<file path="src/hw/linefeed_defs.vh">
// Register offsets, field layouts, state codes and timing counts.
`ifndef LINEFEED_DEFS_VH
`define LINEFEED_DEFS_VH
`define OFS_STATE 8'h00
`define OFS_STATUS 8'h04
`define OFS_IRQ_STAT 8'h08
`define OFS_IRQ_CLR 8'h0c
`define OFS_IRQ_EN 8'h10
`define OFS_LOOP_V 8'h14
`define OFS_LOOP_I 8'h18
`define OFS_LONG_I 8'h1c
`define OFS_TIP_V 8'h20
`define OFS_RING_V 8'h24
`define OFS_TIP_I 8'h28
`define OFS_RING_I 8'h2c
`define OFS_CFG 8'h30
`define ST_OPEN 3'h0
`define ST_FWD_ACT 3'h1
`define ST_REV_ACT 3'h2
`define ST_FWD_OHT 3'h3
`define ST_REV_OHT 3'h4
`define ST_TIP_OPEN 3'h5
`define ST_RING_OPEN 3'h6
`define ST_RINGING 3'h7
`define ST_DIAG 3'h7
`define IRQ_PWR_ALARM 0
`define IRQ_LOOP 1
`define IRQ_GKEY 2
`define CFG_WIDEBAND 0
`define CFG_RING_DC 1
`define CFG_TJ_HIGH 2
`define CFG_DIAG 3
`define CLK_HZ 250000000
`define REFRESH_HZ 2000
`define REFRESH_CYCLES (`CLK_HZ / `REFRESH_HZ)
`endif

</file>
<file path="src/hw/linefeed_state_supervisor.v">
// Linefeed operating state supervisor with Wishbone register access.
// Notes on behaviour
// - Eight operating states selectable through a software register.
// - After reset the open state holds until software loads another.
// - Open state: leads high impedance, supervision and audio off.
// - A fault forces open state and raises a power alarm.
// - Power alarm interrupt is maskable; forced open is never masked.
// - Triggers: total power, foreign voltage or current, thermal.
// - Active states feed line and audio, with polarity and detection.
// - On-hook transmission states keep feed and audio with polarity.
// - First-lead-open drives only second lead, detection enabled.
// - Second-lead-open drives only first lead, detection enabled.
// - Ringing drives both leads, dc offset as configured.
// - Diagnostics configuration bit enables diagnostic resources in any state.
// - Monitor result registers refresh at 2 kHz or faster.
// - Loop voltage, loop current and longitudinal current derived.
// - Over-temperature at selected threshold forces low-power shutdown.
// - Wideband selection runs audio at 16 kHz, else voice band.
// - Live loop-closure status bit plus maskable loop interrupt bit.
//
// Chosen here: the placing of the registers and register access over Wishbone.
`timescale 1ns/1ps
`include "linefeed_defs.vh"
module linefeed_state_supervisor #(
  parameter ADC_W = 16,
  parameter REFRESH_CYCLES = `REFRESH_CYCLES
) (
  // Clock and reset
  input wire SYS_CLK,
  input wire ARST_N,
  // Wishbone slave
  input wire WB_CYC_I,
  input wire WB_STB_I,
  input wire WB_WE_I,
  input wire [7:0] WB_ADR_I,
  input wire [3:0] WB_SEL_I,
  input wire [31:0] WB_DAT_I,
  output reg [31:0] WB_DAT_O,
  output wire WB_ACK_O,
  // Fault and detector inputs
  input wire TOTAL_POWER_FAULT,
  input wire FOREIGN_V_FAULT,
  input wire TEMP_OVER_145,
  input wire TEMP_OVER_200,
  input wire LOOP_CLOSED,
  input wire GROUND_KEY,
  // Monitor converter samples
  input wire [ADC_W-1:0] ADC_TIP_V,
  input wire [ADC_W-1:0] ADC_RING_V,
  input wire [ADC_W-1:0] ADC_TIP_I,
  input wire [ADC_W-1:0] ADC_RING_I,
  // Line control
  output reg TIP_DRIVE_EN,
  output reg RING_DRIVE_EN,
  output reg POLARITY_REV,
  output reg SUPERVISION_EN,
  output reg AUDIO_EN,
  output reg RINGING_EN,
  output reg RING_DC_OFFSET_EN,
  output reg DIAG_EN,
  output reg WIDEBAND_16K,
  output reg THERMAL_SHUTDOWN,
  output reg ADC_SAMPLE,
  output wire IRQ
);
  wire rst_n;
  reg [2:0] state_reg;
  reg [2:0] state_next;
  wire [2:0] irq_flags;
  wire [2:0] irq_set;
  wire [2:0] irq_clr;
  reg [2:0] irq_en_reg;
  reg [3:0] cfg_reg;
  reg ack_reg;
  wire loop_rise;
  wire gkey_rise;
  reg [31:0] refresh_cnt_reg;
  reg [ADC_W-1:0] tip_v_reg;
  reg [ADC_W-1:0] ring_v_reg;
  reg [ADC_W-1:0] tip_i_reg;
  reg [ADC_W-1:0] ring_i_reg;
  reg [ADC_W-1:0] loop_v_reg;
  reg [ADC_W-1:0] loop_i_reg;
  reg [ADC_W-1:0] long_i_reg;
  wire [ADC_W:0] long_sum;
  wire over_temp;
  wire fault;
  wire req;
  wire wr;
  wire rd_clr;
  wire sel_state;
  wire sel_irq_en;
  wire sel_cfg;

  // Reset asserts at once but is released two edges after the pin rises,
  // so no flop leaves reset on an edge that the pin release may disturb.
  reset_sync release_sync (
    .clk(SYS_CLK),
    .arst_n(ARST_N),
    .rst_n(rst_n)
  );

  assign req = WB_CYC_I & WB_STB_I & ~ack_reg;
  assign wr = req & WB_WE_I & WB_SEL_I[0];
  assign WB_ACK_O = ack_reg;
  assign rd_clr = wr && (WB_ADR_I == `OFS_IRQ_CLR);
  assign sel_state = wr && (WB_ADR_I == `OFS_STATE);
  assign sel_irq_en = wr && (WB_ADR_I == `OFS_IRQ_EN);
  assign sel_cfg = wr && (WB_ADR_I == `OFS_CFG);

  // Thermal threshold is picked by configuration.
  assign over_temp = cfg_reg[`CFG_TJ_HIGH] ? TEMP_OVER_200 : TEMP_OVER_145;
  assign fault = TOTAL_POWER_FAULT | FOREIGN_V_FAULT | over_temp;

  // The forced open path has no mask, so high-voltage protection holds
  // even when software has disabled the alarm interrupt.
  always @* begin
    state_next = state_reg;
    if (sel_state)
      state_next = WB_DAT_I[2:0];
    if (fault)
      state_next = `ST_OPEN;
  end

  always @(posedge SYS_CLK or negedge rst_n) begin
    if (!rst_n) begin
      state_reg <= `ST_OPEN;
      irq_en_reg <= 3'h0;
      cfg_reg <= 4'h0;
      ack_reg <= 1'b0;
    end else begin
      state_reg <= state_next;
      ack_reg <= req;
      if (sel_irq_en)
        irq_en_reg <= WB_DAT_I[2:0];
      if (sel_cfg)
        cfg_reg <= WB_DAT_I[3:0];
    end
  end

  // Event sources of the three sticky flags; a clear is a write of ones.
  assign irq_set = {gkey_rise, loop_rise, fault};
  assign irq_clr = rd_clr ? WB_DAT_I[2:0] : 3'h0;

  // The delayed copies reset low, the idle level of both detector pins,
  // so no false edge follows reset.
  edge_rise loop_edge (
    .clk(SYS_CLK),
    .rst_n(rst_n),
    .level(LOOP_CLOSED),
    .rise(loop_rise)
  );

  edge_rise gkey_edge (
    .clk(SYS_CLK),
    .rst_n(rst_n),
    .level(GROUND_KEY),
    .rise(gkey_rise)
  );

  // One sticky flag per interrupt source.
  sticky_flag #(
    .W(1)
  ) alarm_flag (
    .clk(SYS_CLK),
    .rst_n(rst_n),
    .set(irq_set[`IRQ_PWR_ALARM]),
    .clr(irq_clr[`IRQ_PWR_ALARM]),
    .flag(irq_flags[`IRQ_PWR_ALARM])
  );

  sticky_flag #(
    .W(1)
  ) loop_flag (
    .clk(SYS_CLK),
    .rst_n(rst_n),
    .set(irq_set[`IRQ_LOOP]),
    .clr(irq_clr[`IRQ_LOOP]),
    .flag(irq_flags[`IRQ_LOOP])
  );

  sticky_flag #(
    .W(1)
  ) gkey_flag (
    .clk(SYS_CLK),
    .rst_n(rst_n),
    .set(irq_set[`IRQ_GKEY]),
    .clr(irq_clr[`IRQ_GKEY]),
    .flag(irq_flags[`IRQ_GKEY])
  );

  assign IRQ = |(irq_flags & irq_en_reg);

  // Line control decode from the next state, registered so it changes with the state register.
  always @(posedge SYS_CLK or negedge rst_n) begin
    if (!rst_n) begin
      TIP_DRIVE_EN <= 1'b0;
      RING_DRIVE_EN <= 1'b0;
      POLARITY_REV <= 1'b0;
      SUPERVISION_EN <= 1'b0;
      AUDIO_EN <= 1'b0;
      RINGING_EN <= 1'b0;
      RING_DC_OFFSET_EN <= 1'b0;
      DIAG_EN <= 1'b0;
      WIDEBAND_16K <= 1'b0;
      THERMAL_SHUTDOWN <= 1'b0;
    end else begin
      TIP_DRIVE_EN <= 1'b0;
      RING_DRIVE_EN <= 1'b0;
      POLARITY_REV <= 1'b0;
      SUPERVISION_EN <= 1'b0;
      AUDIO_EN <= 1'b0;
      RINGING_EN <= 1'b0;
      RING_DC_OFFSET_EN <= 1'b0;
      THERMAL_SHUTDOWN <= over_temp;
      DIAG_EN <= cfg_reg[`CFG_DIAG];
      WIDEBAND_16K <= cfg_reg[`CFG_WIDEBAND] & (state_next != `ST_OPEN);
      case (state_next)
        `ST_OPEN: begin
          TIP_DRIVE_EN <= 1'b0;
        end
        `ST_FWD_ACT, `ST_REV_ACT: begin
          TIP_DRIVE_EN <= 1'b1;
          RING_DRIVE_EN <= 1'b1;
          POLARITY_REV <= (state_next == `ST_REV_ACT);
          SUPERVISION_EN <= 1'b1;
          AUDIO_EN <= 1'b1;
        end
        `ST_FWD_OHT, `ST_REV_OHT: begin
          TIP_DRIVE_EN <= 1'b1;
          RING_DRIVE_EN <= 1'b1;
          POLARITY_REV <= (state_next == `ST_REV_OHT);
          AUDIO_EN <= 1'b1;
        end
        `ST_TIP_OPEN: begin
          RING_DRIVE_EN <= 1'b1;
          SUPERVISION_EN <= 1'b1;
        end
        `ST_RING_OPEN: begin
          TIP_DRIVE_EN <= 1'b1;
          SUPERVISION_EN <= 1'b1;
          POLARITY_REV <= 1'b1;
        end
        `ST_RINGING: begin
          TIP_DRIVE_EN <= 1'b1;
          RING_DRIVE_EN <= 1'b1;
          RINGING_EN <= 1'b1;
          RING_DC_OFFSET_EN <= cfg_reg[`CFG_RING_DC];
        end
        default: begin
          TIP_DRIVE_EN <= 1'b0;
        end
      endcase
    end
  end

  assign long_sum = {1'b0, ADC_TIP_I} + {1'b0, ADC_RING_I};

  // Monitor refresh tick; every result register loads on the same tick.
  always @(posedge SYS_CLK or negedge rst_n) begin
    if (!rst_n) begin
      refresh_cnt_reg <= 32'h0;
      ADC_SAMPLE <= 1'b0;
      tip_v_reg <= {ADC_W{1'b0}};
      ring_v_reg <= {ADC_W{1'b0}};
      tip_i_reg <= {ADC_W{1'b0}};
      ring_i_reg <= {ADC_W{1'b0}};
      loop_v_reg <= {ADC_W{1'b0}};
      loop_i_reg <= {ADC_W{1'b0}};
      long_i_reg <= {ADC_W{1'b0}};
    end else begin
      ADC_SAMPLE <= 1'b0;
      if (refresh_cnt_reg >= REFRESH_CYCLES - 1) begin
        refresh_cnt_reg <= 32'h0;
        ADC_SAMPLE <= 1'b1;
        tip_v_reg <= ADC_TIP_V;
        ring_v_reg <= ADC_RING_V;
        tip_i_reg <= ADC_TIP_I;
        ring_i_reg <= ADC_RING_I;
        loop_v_reg <= ADC_TIP_V - ADC_RING_V;
        loop_i_reg <= ADC_TIP_I - ADC_RING_I;
        long_i_reg <= long_sum[ADC_W:1];
      end else begin
        refresh_cnt_reg <= refresh_cnt_reg + 32'h1;
      end
    end
  end

  // Read data; unmapped and write-only offsets read as zero.
  always @(posedge SYS_CLK or negedge rst_n) begin
    if (!rst_n) begin
      WB_DAT_O <= 32'h0;
    end else if (req && !WB_WE_I) begin
      case (WB_ADR_I)
        `OFS_STATE: WB_DAT_O <= {29'h0, state_reg};
        `OFS_STATUS: WB_DAT_O <= {29'h0, GROUND_KEY, LOOP_CLOSED, fault};
        `OFS_IRQ_STAT: WB_DAT_O <= {29'h0, irq_flags};
        `OFS_IRQ_EN: WB_DAT_O <= {29'h0, irq_en_reg};
        `OFS_CFG: WB_DAT_O <= {28'h0, cfg_reg};
        `OFS_LOOP_V: WB_DAT_O <= {{(32-ADC_W){1'b0}}, loop_v_reg};
        `OFS_LOOP_I: WB_DAT_O <= {{(32-ADC_W){1'b0}}, loop_i_reg};
        `OFS_LONG_I: WB_DAT_O <= {{(32-ADC_W){1'b0}}, long_i_reg};
        `OFS_TIP_V: WB_DAT_O <= {{(32-ADC_W){1'b0}}, tip_v_reg};
        `OFS_RING_V: WB_DAT_O <= {{(32-ADC_W){1'b0}}, ring_v_reg};
        `OFS_TIP_I: WB_DAT_O <= {{(32-ADC_W){1'b0}}, tip_i_reg};
        `OFS_RING_I: WB_DAT_O <= {{(32-ADC_W){1'b0}}, ring_i_reg};
        default: WB_DAT_O <= 32'h0;
      endcase
    end
  end
endmodule

// Two-flop release of the asynchronous reset.
module reset_sync (
  // Clock and raw reset
  input wire clk,
  input wire arst_n,
  // Released reset
  output wire rst_n
);
  reg s1_reg;
  reg s2_reg;

  always @(posedge clk or negedge arst_n) begin
    if (!arst_n) begin
      s1_reg <= 1'b0;
      s2_reg <= 1'b0;
    end else begin
      s1_reg <= 1'b1;
      s2_reg <= s1_reg;
    end
  end

  assign rst_n = s2_reg;
endmodule

// Holds a flag from the cycle after its event until software clears it.
module sticky_flag #(
  parameter W = 1
) (
  // Clock and reset
  input wire clk,
  input wire rst_n,
  // Event, clear and flag
  input wire [W-1:0] set,
  input wire [W-1:0] clr,
  output reg [W-1:0] flag
);
  // An event in the same cycle as its clear wins, so no alarm is lost.
  always @(posedge clk or negedge rst_n) begin
    if (!rst_n) begin
      flag <= {W{1'b0}};
    end else begin
      flag <= (flag & ~clr) | set;
    end
  end
endmodule

// Single-cycle pulse on each rising edge of a synchronous level.
module edge_rise #(
  parameter IDLE = 1'b0
) (
  // Clock and reset
  input wire clk,
  input wire rst_n,
  // Level in, pulse out
  input wire level,
  output wire rise
);
  reg level_d_reg;

  always @(posedge clk or negedge rst_n) begin
    if (!rst_n) begin
      level_d_reg <= IDLE;
    end else begin
      level_d_reg <= level;
    end
  end

  assign rise = level & ~level_d_reg;
endmodule

</file>
<file path="config.mk">
export PLATFORM = sky130hd
export DESIGN_NAME = linefeed_state_supervisor
export DESIGN_NICKNAME = d
export VERILOG_FILES = /design/src/hw/linefeed_state_supervisor.v
export VERILOG_INCLUDE_DIRS = /design/src /design/src/hw
export SDC_FILE = /design/constraint.sdc
export NUM_CORES = 1
export LEC_CHECK = 0
export BUFFER_PORTS_ARGS = -buffer_cell sky130_fd_sc_hd__buf_2
export CAP_MARGIN = 15
export CORE_MARGIN = 5
export CORE_UTILIZATION = 62
export DETAILED_ROUTE_END_ITERATION = 16
export PLACE_DENSITY = 0.9
export SLEW_MARGIN = 20
export SYNTH_ARGS = -nofsm -noshare
export SYNTH_HDL_FRONTEND = slang
export SYNTH_SLANG_ARGS = --single-unit
</file>
<file path="constraint.sdc">
create_clock -name SYS_CLK -period 16.55 [get_ports SYS_CLK]
set_clock_uncertainty 0.2 [all_clocks]
set_input_delay 0.8275 -clock SYS_CLK [delete_from_list [all_inputs] [get_ports SYS_CLK]]
set_output_delay 0.8275 -clock SYS_CLK [all_outputs]
set_load 0.02 [all_outputs]
</file>
Word-level counts from Yosys, hierarchy flattened
Cells that the tools add are included.

Output and inout port bits: 45. Input bits: 119. Logic and storage cells: 106. Flip-flop bits (word level): 205.

Add/sub/neg operators: 4. Equal/unequal tests: 19. Multiplexer cells: 14. Reductions and logical operators: 15. Magnitude comparators: 1. Bitwise gates (word level): 22.

Operator list (count): 16-bit one-hot mux with 12 select lines (1); 8-bit by 6-bit equality test with 1-bit output, second input constant (5); 32-bit by 1-bit adder with 32-bit output, second input constant (1); 8-bit by 5-bit equality test with 1-bit output, second input constant (4); 32-bit by 17-bit greater-or-equal comparator with 1-bit output, second input constant (1); 32-bit 2-to-1 mux (1); 16-bit subtractor (2); 16-bit by 16-bit adder with 17-bit output (1); 8-bit by 4-bit equality test with 1-bit output, second input constant (2); 3-bit equality test, second input constant (4); 6-bit OR reduction (2); 1-bit bitwise AND (10); 3-bit 2-to-1 mux (3); 8-bit by 3-bit equality test with 1-bit output, second input constant (1); 8-bit logical NOT (1); 1-bit 2-to-1 mux (8); 4-bit OR reduction (2); 3-bit by 2-bit equality test with 1-bit output, second input constant (2); 1-bit NOT (6); 1-bit logical AND (5); 1-bit bitwise OR (5); 2-bit OR reduction (2); 3-bit bitwise AND (1); 3-bit by 1-bit equality test with 1-bit output, second input constant (1); other kinds (4) (4).

Longest topological paths before layout
Gate-level depths: netlist of the first run.

Word-level depth: 10. Gate-level depth with buffers: 9. Mapped depth without buffers: 9.

Hierarchy
From an unflattened synthesis of the first run, not the netlist that was laid out.

Cells, all modules: 1157. Area total of the unflattened synthesis: 10591.4 um^2.

By module, submodules not included: linefeed_state_supervisor (instances 1, sequential area each 4554.4 um^2, area an instance 10351.2 um^2, cells each 1141); sticky_flag (instances 3, sequential area each 25.0 um^2, area an instance 36.3 um^2, cells each 3); edge_rise (instances 2, sequential area each 25.0 um^2, area an instance 38.8 um^2, cells each 2); reset_sync (instances 1, sequential area each 50.0 um^2, area an instance 53.8 um^2, cells each 3).

Worst setup path after synthesis of the first run
Ideal clock, no wire load.

Path type: input -> register. Start point: in WB_ADR_I[5]. End point: reg AUDIO_EN. Buffers on the path: 0. Setup time: 136 ps. Slack: 13460 ps. Data required time: 16214 ps. Cell stages on the path: 7. Data arrival time: 2754 ps. Cell sequence: or4_4 > nor4_4 > mux2i_1 > or2_2 > ha_1 > nor4_2 > a21oi_1.

Cells in the longest elaborated chain, start to end: 7. Elaborated cells on any way between the ends: 10. Those cells by class: 4 x eq/ne; 3 x mux; 3 x reduce/logical.

Ends and longest elaborated chain: start: declaration (RTL line linefeed_state_supervisor.v:35) `input wire [7:0] WB_ADR_I,`; 8-bit logical NOT *; 1-bit logical AND * (RTL line linefeed_state_supervisor.v:107) `` assign sel_state = wr && (WB_ADR_I == `OFS_STATE); ``; 3-bit 2-to-1 mux * (RTL line linefeed_state_supervisor.v:119) `if (sel_state)`; 3-bit 2-to-1 mux * (RTL line linefeed_state_supervisor.v:121) `if (fault)`; 3-bit by 2-bit equality test with 1-bit output, or another cell as far along (RTL line linefeed_state_supervisor.v:218) `case (state_next)`; 4-bit OR reduction (no line) *; 1-bit 2-to-1 mux * (RTL line linefeed_state_supervisor.v:218); end signal: assignment (RTL line linefeed_state_supervisor.v:212) `AUDIO_EN <= 1'b0;`; end signal: assignment (RTL line linefeed_state_supervisor.v:227) `AUDIO_EN <= 1'b1;`; end signal: assignment (RTL line linefeed_state_supervisor.v:233) `AUDIO_EN <= 1'b1;`; end: declaration (RTL line linefeed_state_supervisor.v:57) `output reg AUDIO_EN,`.

Every way passes the cells marked *; elsewhere a longest branch is shown, timed or not. A chain may end at the register's enable or synchronous reset.

Worst setup path in the final report of the first run
Start point: reg refresh_cnt_reg[0]. End point: reg long_i_reg[12].

Cells in the longest elaborated chain, start to end: 1.

Ends and longest elaborated chain: start: declaration (RTL line linefeed_state_supervisor.v:77) `reg [31:0] refresh_cnt_reg;`; start signal: assignment (RTL line linefeed_state_supervisor.v:284) `refresh_cnt_reg <= refresh_cnt_reg + 32'h1;`; 32-bit by 17-bit greater-or-equal comparator with 1-bit output (RTL line linefeed_state_supervisor.v:273) `if (refresh_cnt_reg >= REFRESH_CYCLES - 1) begin`; end signal: assignment (RTL line linefeed_state_supervisor.v:270) `long_i_reg <= {ADC_W{1'b0}};`; end signal: assignment (RTL line linefeed_state_supervisor.v:282) `long_i_reg <= long_sum[ADC_W:1];`; end: declaration (RTL line linefeed_state_supervisor.v:84) `reg [ADC_W-1:0] long_i_reg;`.

Every way passes these cells.

==> results of run 1 <==
[cells in the final DEF (no fill, tap or decap), types with 10 or more instances in the layout]
cell type	count
o21a_1	11
nand2_1	192
nor3_1	19
mux2i_1	13
nand3_1	18
xnor2_1	30
nor2_1	86
and3_1	11
a21oi_1	59
mux2_2	16
nor2b_1	13
o22ai_1	10
o21ai_0	81
dfrtp_1	188
buf_2	116
xor2_1	20
clkbuf_16	17
conb_1	32
inv_1	50
a22oi_1	20
ha_1	51
[cell families after synthesis]
| kind of cell | count (synthesis) | synth area share |
|---|---|---|
| and+or+nand+nor | 399 | 0.178 |
| AOI/OAI and AO/OA | 272 | 0.171 |
| DFF | 189 | 0.455 |
| buffers and inverters | 120 | 0.0520 |
| adders and majority gates | 54 | 0.0672 |
| xor gates and xnor gates | 50 | 0.0421 |
| muxes | 31 | 0.0342 |
| other | 2 | 0.000722 |
[per-stage QoR]
step           total power [W]   util  std cells  area (sq um)
2_1_floorplan         0.000636      -       1147         10500
3_3_place_gp          0.000679  0.672       1423         11100
3_5_place_dp          0.000686  0.672       1423         11100
4_1_cts                0.00108  0.707       1456         11700
5_1_grt                0.00112  0.707       1456         11700
6_report               0.00108  0.707       1456         11700
[power groups by stage]
stage          Sequential, W  Combinational (W)  Clock (W)
2_1_floorplan       0.000525           0.000111          0
3_3_place_gp        0.000525           0.000154          0
3_5_place_dp        0.000527           0.000159          0
4_1_cts             0.000519           0.000161   0.000402
5_1_grt             0.000523           0.000180   0.000421
6_report            0.000520           0.000164   0.000398
[worst min path at each step]
| stage | from | endpoint | slack [ps] | cells after the start |
|---|---|---|---|---|
| after floorplan | release_sync.s1_reg$_DFF_PN0_ | release_sync.rst_n$_DFF_PN0_ | 130 | 0 |
| after global placement | release_sync.s1_reg$_DFF_PN0_ | release_sync.rst_n$_DFF_PN0_ | 140 | 0 |
| after detailed placement | release_sync.s1_reg$_DFF_PN0_ | release_sync.rst_n$_DFF_PN0_ | 140 | 0 |
| after CTS | release_sync.s1_reg$_DFF_PN0_ | release_sync.rst_n$_DFF_PN0_ | 150 | 0 |
| after global routing | release_sync.s1_reg$_DFF_PN0_ | release_sync.rst_n$_DFF_PN0_ | 160 | 0 |
| final | release_sync.s1_reg$_DFF_PN0_ | release_sync.rst_n$_DFF_PN0_ | 150 | 0 |
[worst reg2reg max path: stages, from the launching register on]
cell,delay [ps]
dfrtp_1,400
ha_1,260
a2111oi_0,470
o21ai_1,160
a221oi_4,230
buf_4,330
clkinv_2,280
buf_4,490
o2111a_1,360
a221o_1,270
[layer usage]
layer | vias to the layer above | global-route usage | wire length, um
li1 | 4076 | - | -
met4 | 0 | 0.0978 | 802
met2 | 514 | 0.447 | 12800
met5 | - | 0 | 0
met1 | 4281 | 0.379 | 10900
met3 | 76 | 0.0707 | 2640
[timing repair]
action                                 4_1_cts  5_1_grt
endpoints found under the hold margin        2        0
resized for setup                            0        0
hold buffers                                 1        0
setup endpoints to repair                    0        0
[cell type report]
type / instances / share of cell area
multi-input cells: 838 / 0.450
flip-flops and latches: 189 / 0.405
well taps: 220 / 0.0236
repair buffers: 126 / 0.0563
inverters: 51 / 0.0165
clock inverters: 15 / 0.0127
clock buffers: 17 / 0.0364
==> metrics.yaml, run 1 <==
synth:
  synth_top_cell_by_area: "dfrtp_1"
  synth_top_area_share: 0.455
  avgSynthCellArea_sq_um: 9.31
  ys_seq_area_frac: 0.455
  async_reset_ff_frac: 1.00
  ys_warn_count: 0
  yosysUniqueCellTypes: 73
  synth_most_common_cell: "nand2_1"
  synth_edf_count: 0
  synth_seq_cells: 189
  ys.flop_type: "dfrtp_1"
  synth_common_cells: "192 x nand2_1, 189 x dfrtp_1, 86 x nor2_1, 81 x o21ai_0, 59 x a21oi_1"
  syn_inst: 1117
  synth_area_leaders: "dfrtp_1 45%, nand2_1 6.9%, ha_1 6.1%, o21ai_0 3.9%, nor2_1 3.1%"
  syn_area_sq_um: 10400
critical_path:
  rrSetupSlack_ps: 12990
  rr_worst_depth: 9
  path_class: "reg -> reg"
  timing.rr.end: "long_i_reg[12]$_DFFE_PN0N_"
  max_stage_delay_ps: 490
  worstReg2RegStart: "refresh_cnt_reg[0]$_DFF_PN0_"
  crit_arrival_ps: 3680
  crit_top_cell: "buf_4"
  crit_family: "compound AO/OA/AOI/OAI gates"
  critPathSlowestCell: "buf_4"
  crit_chain: "ha_1 > a2111oi_0 > o21ai_1 > a221oi_4 > buf_4 > clkinv_2 > buf_4 > o2111a_1 > a221o_1"
  crit_required_ps: 16670
  critPathLaunchType: "flop"
  crit_path_start: "refresh_cnt_reg[0]$_DFF_PN0_"
  cp.depth: 9
  cp-end-kind: "flop"
  cp_max_fo: 91
  critPathBufInv: 3
  endpoint: "long_i_reg[12]$_DFFE_PN0N_"
grt:
  overflow: 0
  grt_usage: 0.281
  grt_pass1_vias: 8640
  grt_start_max_net_pins: 109
  antenna_found_initial: 0
  grt_pass1_wl_um: 44300
power:
  power_switching_w: 0.000318
  switching_share: 0.294
  p_per_area_nw_per_um2: 92.6
  p_leak_nw: 5.45
  sequentialPowerShare: 0.480
  irDropWorstVdd_mv: 0.102
  p_clk_frac: 0.368
  combPwrFrac: 0.151
  intPower_w: 0.000764
die:
  die-area_sq_um: 19500
  num_io_pins: 164
  die_h_um: 139
  num_rows: 47
  core_sq_um: 16500
  initial_core_util: 0.629
  dieWidth_um: 139
layout:
  area_growth_pct: 12.4
  area.sequential_sq_um: 4730
  nFillCells: 1157
  antenna_cells: 0
  nets: 1396
  largest_reg_flops: 32
  multi_input_area_sq_um: 5250
  layout-drive-gt1-share: 0.158
run:
  maxCapViolCount: 0
clock_network:
  htree_levels: 4
  cts_made_buffers: 17
  clk_latency_ps: 440
  ctsRootBufferMaster: "clkbuf_16"
  cts.reportedPaths.clkPinSlew_ps: 70
  cts_tree: "yes"
  clk_path_buf_depth: 2
  postCtsSetupBuffers: 0
  clock_sinks: 189
placement:
  dp_slack_ps: 12760
  dp_hpwl_um: 19200
  gp_congestion: 0.883
  io_buffers: 116
route:
  drc_errors: 0
  post_drt_wl_per_cell_um: 18.7
  drtAntennaViolNets: 0
  dr.first_iter.drc_count: 1046
  vias: 8947
  dr.pass1.iters: 6
  viasPerCell: 6.14
  routed_wl_um: 27200
run_status:
  status: "complete, no violations"
sta:
  post-route-period-util: 0.215
  layout_setup_ws_ps: 12990
  final.setup.tns_ps: 0
  fmax_ghz: 0.281
  holdWs_ps: 152
  slew_violations: 0
  relSlewSlack: 0.344
  finalSetupViolations: 0
  tightest_slew_ps: 984
  hold_violations: 0
  period_minus_slack_ps: 3560
  rsz0062_at_grt: "false"
worst_hold_path:
  hold_class: "reg -> reg"
(Power assumes the default switching activity.)
==> run 2: changes to the inputs <==
- CORE_UTILIZATION: 62 -> 57
- PLACE_DENSITY: 0.9 -> 0.84
- clock period: 16.55 -> 3.3 ns (I/O delays scaled with it)
==> run 2 against run 1 <==
Sequential power grew to 5.0 times the previous value. Clock-buffer cell count unchanged. Setup slack worse by 13000 ps. Sequential cell count unchanged. Total power grew to 5.2 times the previous value. Hold slack got worse by 89 ps. First-iteration DRC count down 20%. Combinational power rose to 5.5 times the previous value. Via count grew 3.0%. Non-clock buffer count grew 89. Clock power grew to 5.3 times the previous value. Register-to-register slack got worse by 13000 ps.
==> metrics.yaml, run 2 (same netlist as run 1, synthesis figures left out) <==
run_status:
  status: "complete, no violations"
sta:
  final.setup.tns_ps: 0  # unchanged
  rsz0062_at_grt: "false"
  layout_setup_ws_ps: 135  # -12850 ps
  finalSetupViolations: 0  # unchanged
  relSlewSlack: 0.469  # +0.125
  post-route-period-util: 0.959  # +0.744
  fmax_ghz: 0.316  # +13%
  slew_violations: 0  # unchanged
  period_minus_slack_ps: 3160  # -397 ps
  hold_violations: 0  # unchanged
  tightest_slew_ps: 790  # -194 ps
  holdWs_ps: 62.4  # -89.4 ps
worst_hold_path:
  worstHoldEndpoint: "gkey_flag.flag$_DFF_PN0_"
  min-delay-start: "WB_WE_I"
  hold_class: "in -> reg"
  min_path_cells: 5  # +5
layout:
  final_cell_mix: "192 x nand2_1, 188 x dfrtp_1, 116 x buf_2"
  layout-drive-gt1-share: 0.155  # -0.00305
  nets: 1485  # +6.4%
  final_cells: 1555  # +6.8%
  final_common_cell: "nand2_1"
  largest_reg_flops: 32  # unchanged
  area_growth_pct: 21.7
critical_path:
  cp_max_fo: 5  # -95%
  cp-end-kind: "flop"
  rrSetupSlack_ps: 140  # -12850 ps
  worstReg2RegStart: "cfg_reg[2]$_DFFE_PN0P_"
  crit_required_ps: 3410  # -13260 ps
  critPathLaunchType: "flop"
  rr_worst_depth: 7  # -2
  timing.rr.end: "WB_DAT_O[0]$_DFFE_PN0P_"
  path_class: "reg -> reg"
  crit_arrival_ps: 3280  # -400 ps
die:
  die_h_um: 145  # +4.0%
  core_sq_um: 18000  # +8.7%
  dieWidth_um: 145  # +4.0%
  die-area_sq_um: 21000  # +8.1%
  initial_core_util: 0.579  # -0.0504
  num_io_pins: 164  # unchanged
  num_rows: 49  # +4.3%
power:
  p_per_area_nw_per_um2: 442  # +380%
  irDropWorstVdd_mv: 0.389  # +280%
  p_leak_nw: 5.86  # +7.5%
  p_total_w: 0.00560  # +420%
placement:
  gp_congestion: 0.941  # +6.5%
  dp_slack_ps: 478  # -12280 ps
  dp_hpwl_um: 19400  # +1.1%
  io_buffers: 116  # unchanged
  place_inst: 1441  # +1.3%
route:
  dr.first_iter.drc_count: 835  # -20%
  drc_errors: 0  # unchanged
  dr.pass1.iters: 6  # unchanged
  post_drt_wl_per_cell_um: 18.0  # -3.4%
  viasPerCell: 5.93  # -3.6%
  routed_wl_um: 28000  # +3.2%
  vias: 9214  # +3.0%
  drtAntennaViolNets: 0  # unchanged
clock_network:
  clk_path_buf_depth: 2  # unchanged
  htree_levels: 4  # unchanged
  cts_made_buffers: 17  # unchanged
  clock_sinks: 189  # unchanged
  cts_tree: "yes"
  cts.reportedPaths.clkPinSlew_ps: 80  # about the same
  postCtsSetupBuffers: 0  # unchanged
  clk_latency_ps: 450  # about the same
  ctsRootBufferMaster: "clkbuf_16"
grt:
  grt_pass1_vias: 9143  # +5.8%
  grt_start_max_net_pins: 135  # +24%
  antenna_found_initial: 1  # +1
  grt_pass1_wl_um: 45900  # +3.6%
  overflow: 0  # unchanged
  grt_usage: 0.263  # -0.0180
run:
  maxCapViolCount: 0  # unchanged
## run 2: cell count changes in the layout (fill, tap and decap cells not counted), sizes merged
cell / change
clkinv: +1
dlygate4sd3: +80
clkinvlp: -1
buf: +9
inv: -1
bufinv: +1
diode: +1
## run 2: critical path: stages, from the launching register on
cell	delay [ps]
dfrtp_1	410
mux2_2	350
dlygate4sd3_1	580
or3_4	380
a222oi_1	380
nor2_1	70
a2111oi_1	520
o21ai_0	140
## run 2: worst max-delay path by stage
stage	start	endpoint	slack (ps)	cells past startpoint
floorplan	WB_ADR_I[5]	AUDIO_EN$_DFF_PN0_	870	7
global placement	refresh_cnt_reg[0]$_DFF_PN0_	loop_v_reg[12]$_DFFE_PN0N_	520	8
detailed placement	WB_ADR_I[5]	TIP_DRIVE_EN$_DFF_PN0_	480	9
CTS	cfg_reg[2]$_DFFE_PN0P_	WB_DAT_O[0]$_DFFE_PN0P_	50	7
global route	cfg_reg[2]$_DFFE_PN0P_	WB_DAT_O[0]$_DFFE_PN0P_	70	7
finish	cfg_reg[2]$_DFFE_PN0P_	WB_DAT_O[0]$_DFFE_PN0P_	140	7
## run 2: timing repair
action,CTS,global route
endpoints found under the hold margin,95,0
endpoints found under the setup margin,0,1
hold buffers,81,0
resized for setup,0,1
## run 2: power breakdown
| part | total, W | internal [W] | switching (W) |
|---|---|---|---|
| clock network | 0.00209 | 0.00109 | 0.00100 |
| logic | 0.000910 | 0.000405 | 0.000505 |
| registers | 0.00260 | 0.00249 | 0.000110 |
## run 2: through the flow
| stage | cell area [sq um] | utilization |
|---|---|---|
| 2_1_floorplan | 10500 | - |
| 3_3_place_gp | 11200 | 0.626 |
| 4_1_cts | 12700 | 0.704 |
| 6_report | 12700 | 0.705 |
| 3_5_place_dp | 11200 | 0.626 |
| 5_1_grt | 12700 | 0.705 |
## run 2: metal layers
metal	share of wire	up-vias	track usage
met5	0	-	0
met2	0.47	474	0.431
met3	0.086	90	0.0589
li1	-	4257	-
met1	0.41	4393	0.342
met4	0.033	0	0.105
## run 2: final cells by class
cell class	count	area (sq um)
fillers	1255	5310
multi-input cells	838	5250
flip-flops and latches	189	4730
repair buffers	215	1590
clock buffers	17	425
well taps	229	287
inverters	51	193
clock inverters	15	174
diodes	1	2.50
==> run 3: changes to the inputs <==
- CORE_UTILIZATION: 57 -> 62
- PLACE_DENSITY: 0.84 -> 0.9
- clock period: 3.3 -> 3.95 ns (I/O delays scaled with it)
==> run 3 against run 2 <==
First-iteration DRC count is 36% higher. Combinational power is 16% lower. Sequential power is 16% lower. Setup slack better by 530 ps. Hold slack worse by 46 ps. Total power is 16% lower. Critical endpoint is now loop_v_reg[12]$_DFFE_PN0N_. Largest cell class unchanged. Largest power group unchanged. Highest routed layer unchanged.
==> metrics.yaml, run 3 (same netlist as run 1, synthesis figures left out) <==
run_status:
  status: "complete, no violations"
layout:
  final_area_sq_um: 12500  # -0.94%
  antenna_cells: 0  # -1
  area_growth_pct: 20.6
  nets: 1478  # -0.47%
  final_cell_mix: "192 x nand2_1, 188 x dfrtp_1, 116 x buf_2"
  final_common_cell: "nand2_1"
  nFillCells: 1038  # -17%
  layout-drive-gt1-share: 0.152  # -0.00297
  largest_reg_flops: 32  # unchanged
grt:
  overflow: 0  # unchanged
  antenna_found_initial: 0  # -1
  met2_usage: 0.491  # +0.0605
  grt_pass1_wl_um: 48100  # +4.8%
  busiest_layer: "met2"
  grt_start_max_net_pins: 135  # unchanged
  use_met1: 0.395  # +0.0533
  grt_util_met3: 0.0710  # +0.0121
  grt_pass1_vias: 9286  # +1.6%
  grt_usage: 0.306  # +0.0432
critical_path:
  crit_path_start: "refresh_cnt_reg[0]$_DFF_PN0_"
  crit_required_ps: 4110  # +700 ps
  endpoint: "loop_v_reg[12]$_DFFE_PN0N_"
  rrSetupSlack_ps: 660  # +530 ps
  timing.rr.end: "loop_v_reg[12]$_DFFE_PN0N_"
  worstReg2RegStart: "refresh_cnt_reg[0]$_DFF_PN0_"
  critPathLaunchType: "flop"
  crit_arrival_ps: 3450  # +170 ps
  path_class: "reg -> reg"
  cp_max_fo: 52  # +47
  rr_worst_depth: 8  # +1
  cp-end-kind: "flop"
clock_network:
  cts_tree: "yes"
  cts.reportedPaths.clkPinSlew_ps: 80  # about the same
  cts_made_buffers: 17  # unchanged
  clk_latency_ps: 440  # about the same
  htree_levels: 4  # unchanged
  ctsRootBufferMaster: "clkbuf_16"
  clk_path_buf_depth: 2  # unchanged
  clock_sinks: 189  # unchanged
route:
  viasPerCell: 6.19  # +4.4%
  dr.first_iter.drc_count: 1135  # +36%
  routed_wl_um: 30000  # +7.1%
  drc_errors: 0  # unchanged
  dr.pass1.iters: 7  # +1
  post_drt_wl_per_cell_um: 19.5  # +8.3%
  vias: 9514  # +3.3%
  drtAntennaViolNets: 0  # unchanged
power:
  power_switching_w: 0.00133  # -18%
  p_leak_nw: 5.80  # -0.94%
  intPower_w: 0.00337  # -15%
  combPwrFrac: 0.162  # about the same
  p_clk_frac: 0.374  # about the same
  switching_share: 0.284  # -0.00508
  p_per_area_nw_per_um2: 375  # -15%
  sequentialPowerShare: 0.463  # about the same
  irDropWorstVdd_mv: 0.347  # -11%
sta:
  hold_violations: 0  # unchanged
  post-route-period-util: 0.833  # -0.126
  relSlewSlack: 0.376  # -0.0925
  final.setup.tns_ps: 0  # unchanged
  finalSetupViolations: 0  # unchanged
  rsz0062_at_grt: "false"
  slew_violations: 0  # unchanged
  tightest_slew_ps: 932  # +143 ps
  period_minus_slack_ps: 3290  # +124 ps
  fmax_ghz: 0.304  # -3.8%
die:
  dieWidth_um: 139  # -3.8%
  die-area_sq_um: 19500  # -7.5%
  core_sq_um: 16500  # -8.0%
  die_h_um: 139  # -3.8%
  initial_core_util: 0.629  # +0.0504
  num_io_pins: 164  # unchanged
  num_rows: 47  # -4.1%
placement:
  dp_hpwl_um: 19200  # -0.80%
  io_buffers: 116  # unchanged
  gp_congestion: 0.921  # -2.1%
  placed_cell_area_sq_um: 11200  # -0.76%
worst_hold_path:
  hold_class: "in -> reg"
  min_path_cells: 4  # -1
run:
  maxCapViolCount: 0  # unchanged
## run 3: cell types whose count changed in the layout (fill, tap and decap cells not counted), moves of 2 or more
cell | before | now
buf_12 | 5 | 2
inv_8 | 6 | 3
clkinvlp_4 | 1 | 3
dlygate4sd3_1 | 81 | 78
clkinv_4 | 4 | 1
inv_6 | 2 | 5
## run 3: worst min path at each step
stage | slack [ps] | to | startpoint
after floorplan | -300 | release_sync.rst_n$_DFF_PN0_ | ARST_N
after global placement | -210 | release_sync.s1_reg$_DFF_PN0_ | ARST_N
after detailed placement | -210 | release_sync.s1_reg$_DFF_PN0_ | ARST_N
after CTS | 4 | state_reg[1]$_DFF_PN0_ | FOREIGN_V_FAULT
after global routing | 30 | state_reg[1]$_DFF_PN0_ | FOREIGN_V_FAULT
final | 20 | state_reg[1]$_DFF_PN0_ | FOREIGN_V_FAULT
## run 3: final cells by class
class                           instances  area (sq um)  area share
Multi-Input combinational cell        838          5250       0.418
Timing Repair Buffer                  208          1490       0.119
Inverter                               51           193      0.0154
Clock buffer                           17           425      0.0339
Tap cell                              220           275      0.0220
Sequential cell                       189          4730       0.378
Clock inverter                         15           174      0.0139
## run 3: critical path, cell delays in order (launching register included)
cell and delay [ps]:
dfrtp_1 410, ha_1 270, a2111oi_0 570, o21ai_1 210, a221oi_4 360, clkinv_2 310
buf_4 410, and4_1 270, a211oi_1 160
## run 3: power by group through the flow
stage               clock, W  combinational, W  sequential [W]
CTS                  0.00176          0.000737         0.00217
floorplan                  0          0.000467         0.00220
global placement           0          0.000648         0.00220
global route         0.00184          0.000827         0.00219
finish               0.00176          0.000763         0.00218
detailed placement         0          0.000669         0.00221
## run 3: per-stage QoR
stage / utilization / instances / hold slack, ps / power, W / worst slack [ps]
CTS: 0.759 / 1538 / 4.41 / 0.00467 / 761
floorplan: - / 1147 / -298 / 0.00266 / 633
global route: 0.759 / 1538 / 25.4 / 0.00486 / 635
detailed placement: 0.675 / 1428 / -215 / 0.00288 / 956
finish: 0.759 / 1538 / 16.6 / 0.00470 / 662
global placement: 0.675 / 1428 / -214 / 0.00285 / 1040
## run 3: metal layers
| layer | share of wire | vias to the layer above | wire length [um] |
|---|---|---|---|
| li1 | - | 4249 | - |
| met1 | 0.38 | 4467 | 11300 |
| met2 | 0.47 | 626 | 14000 |
| met3 | 0.10 | 172 | 3120 |
| met4 | 0.052 | 0 | 1570 |
| met5 | 0 | - | 0 |
## run 3: what timing repair did
item                                   in CTS  in global routing
buffers inserted                            0                  0
endpoints found under the hold margin      86                  0
resized for setup                           0                  0
hold buffers                               78                  0
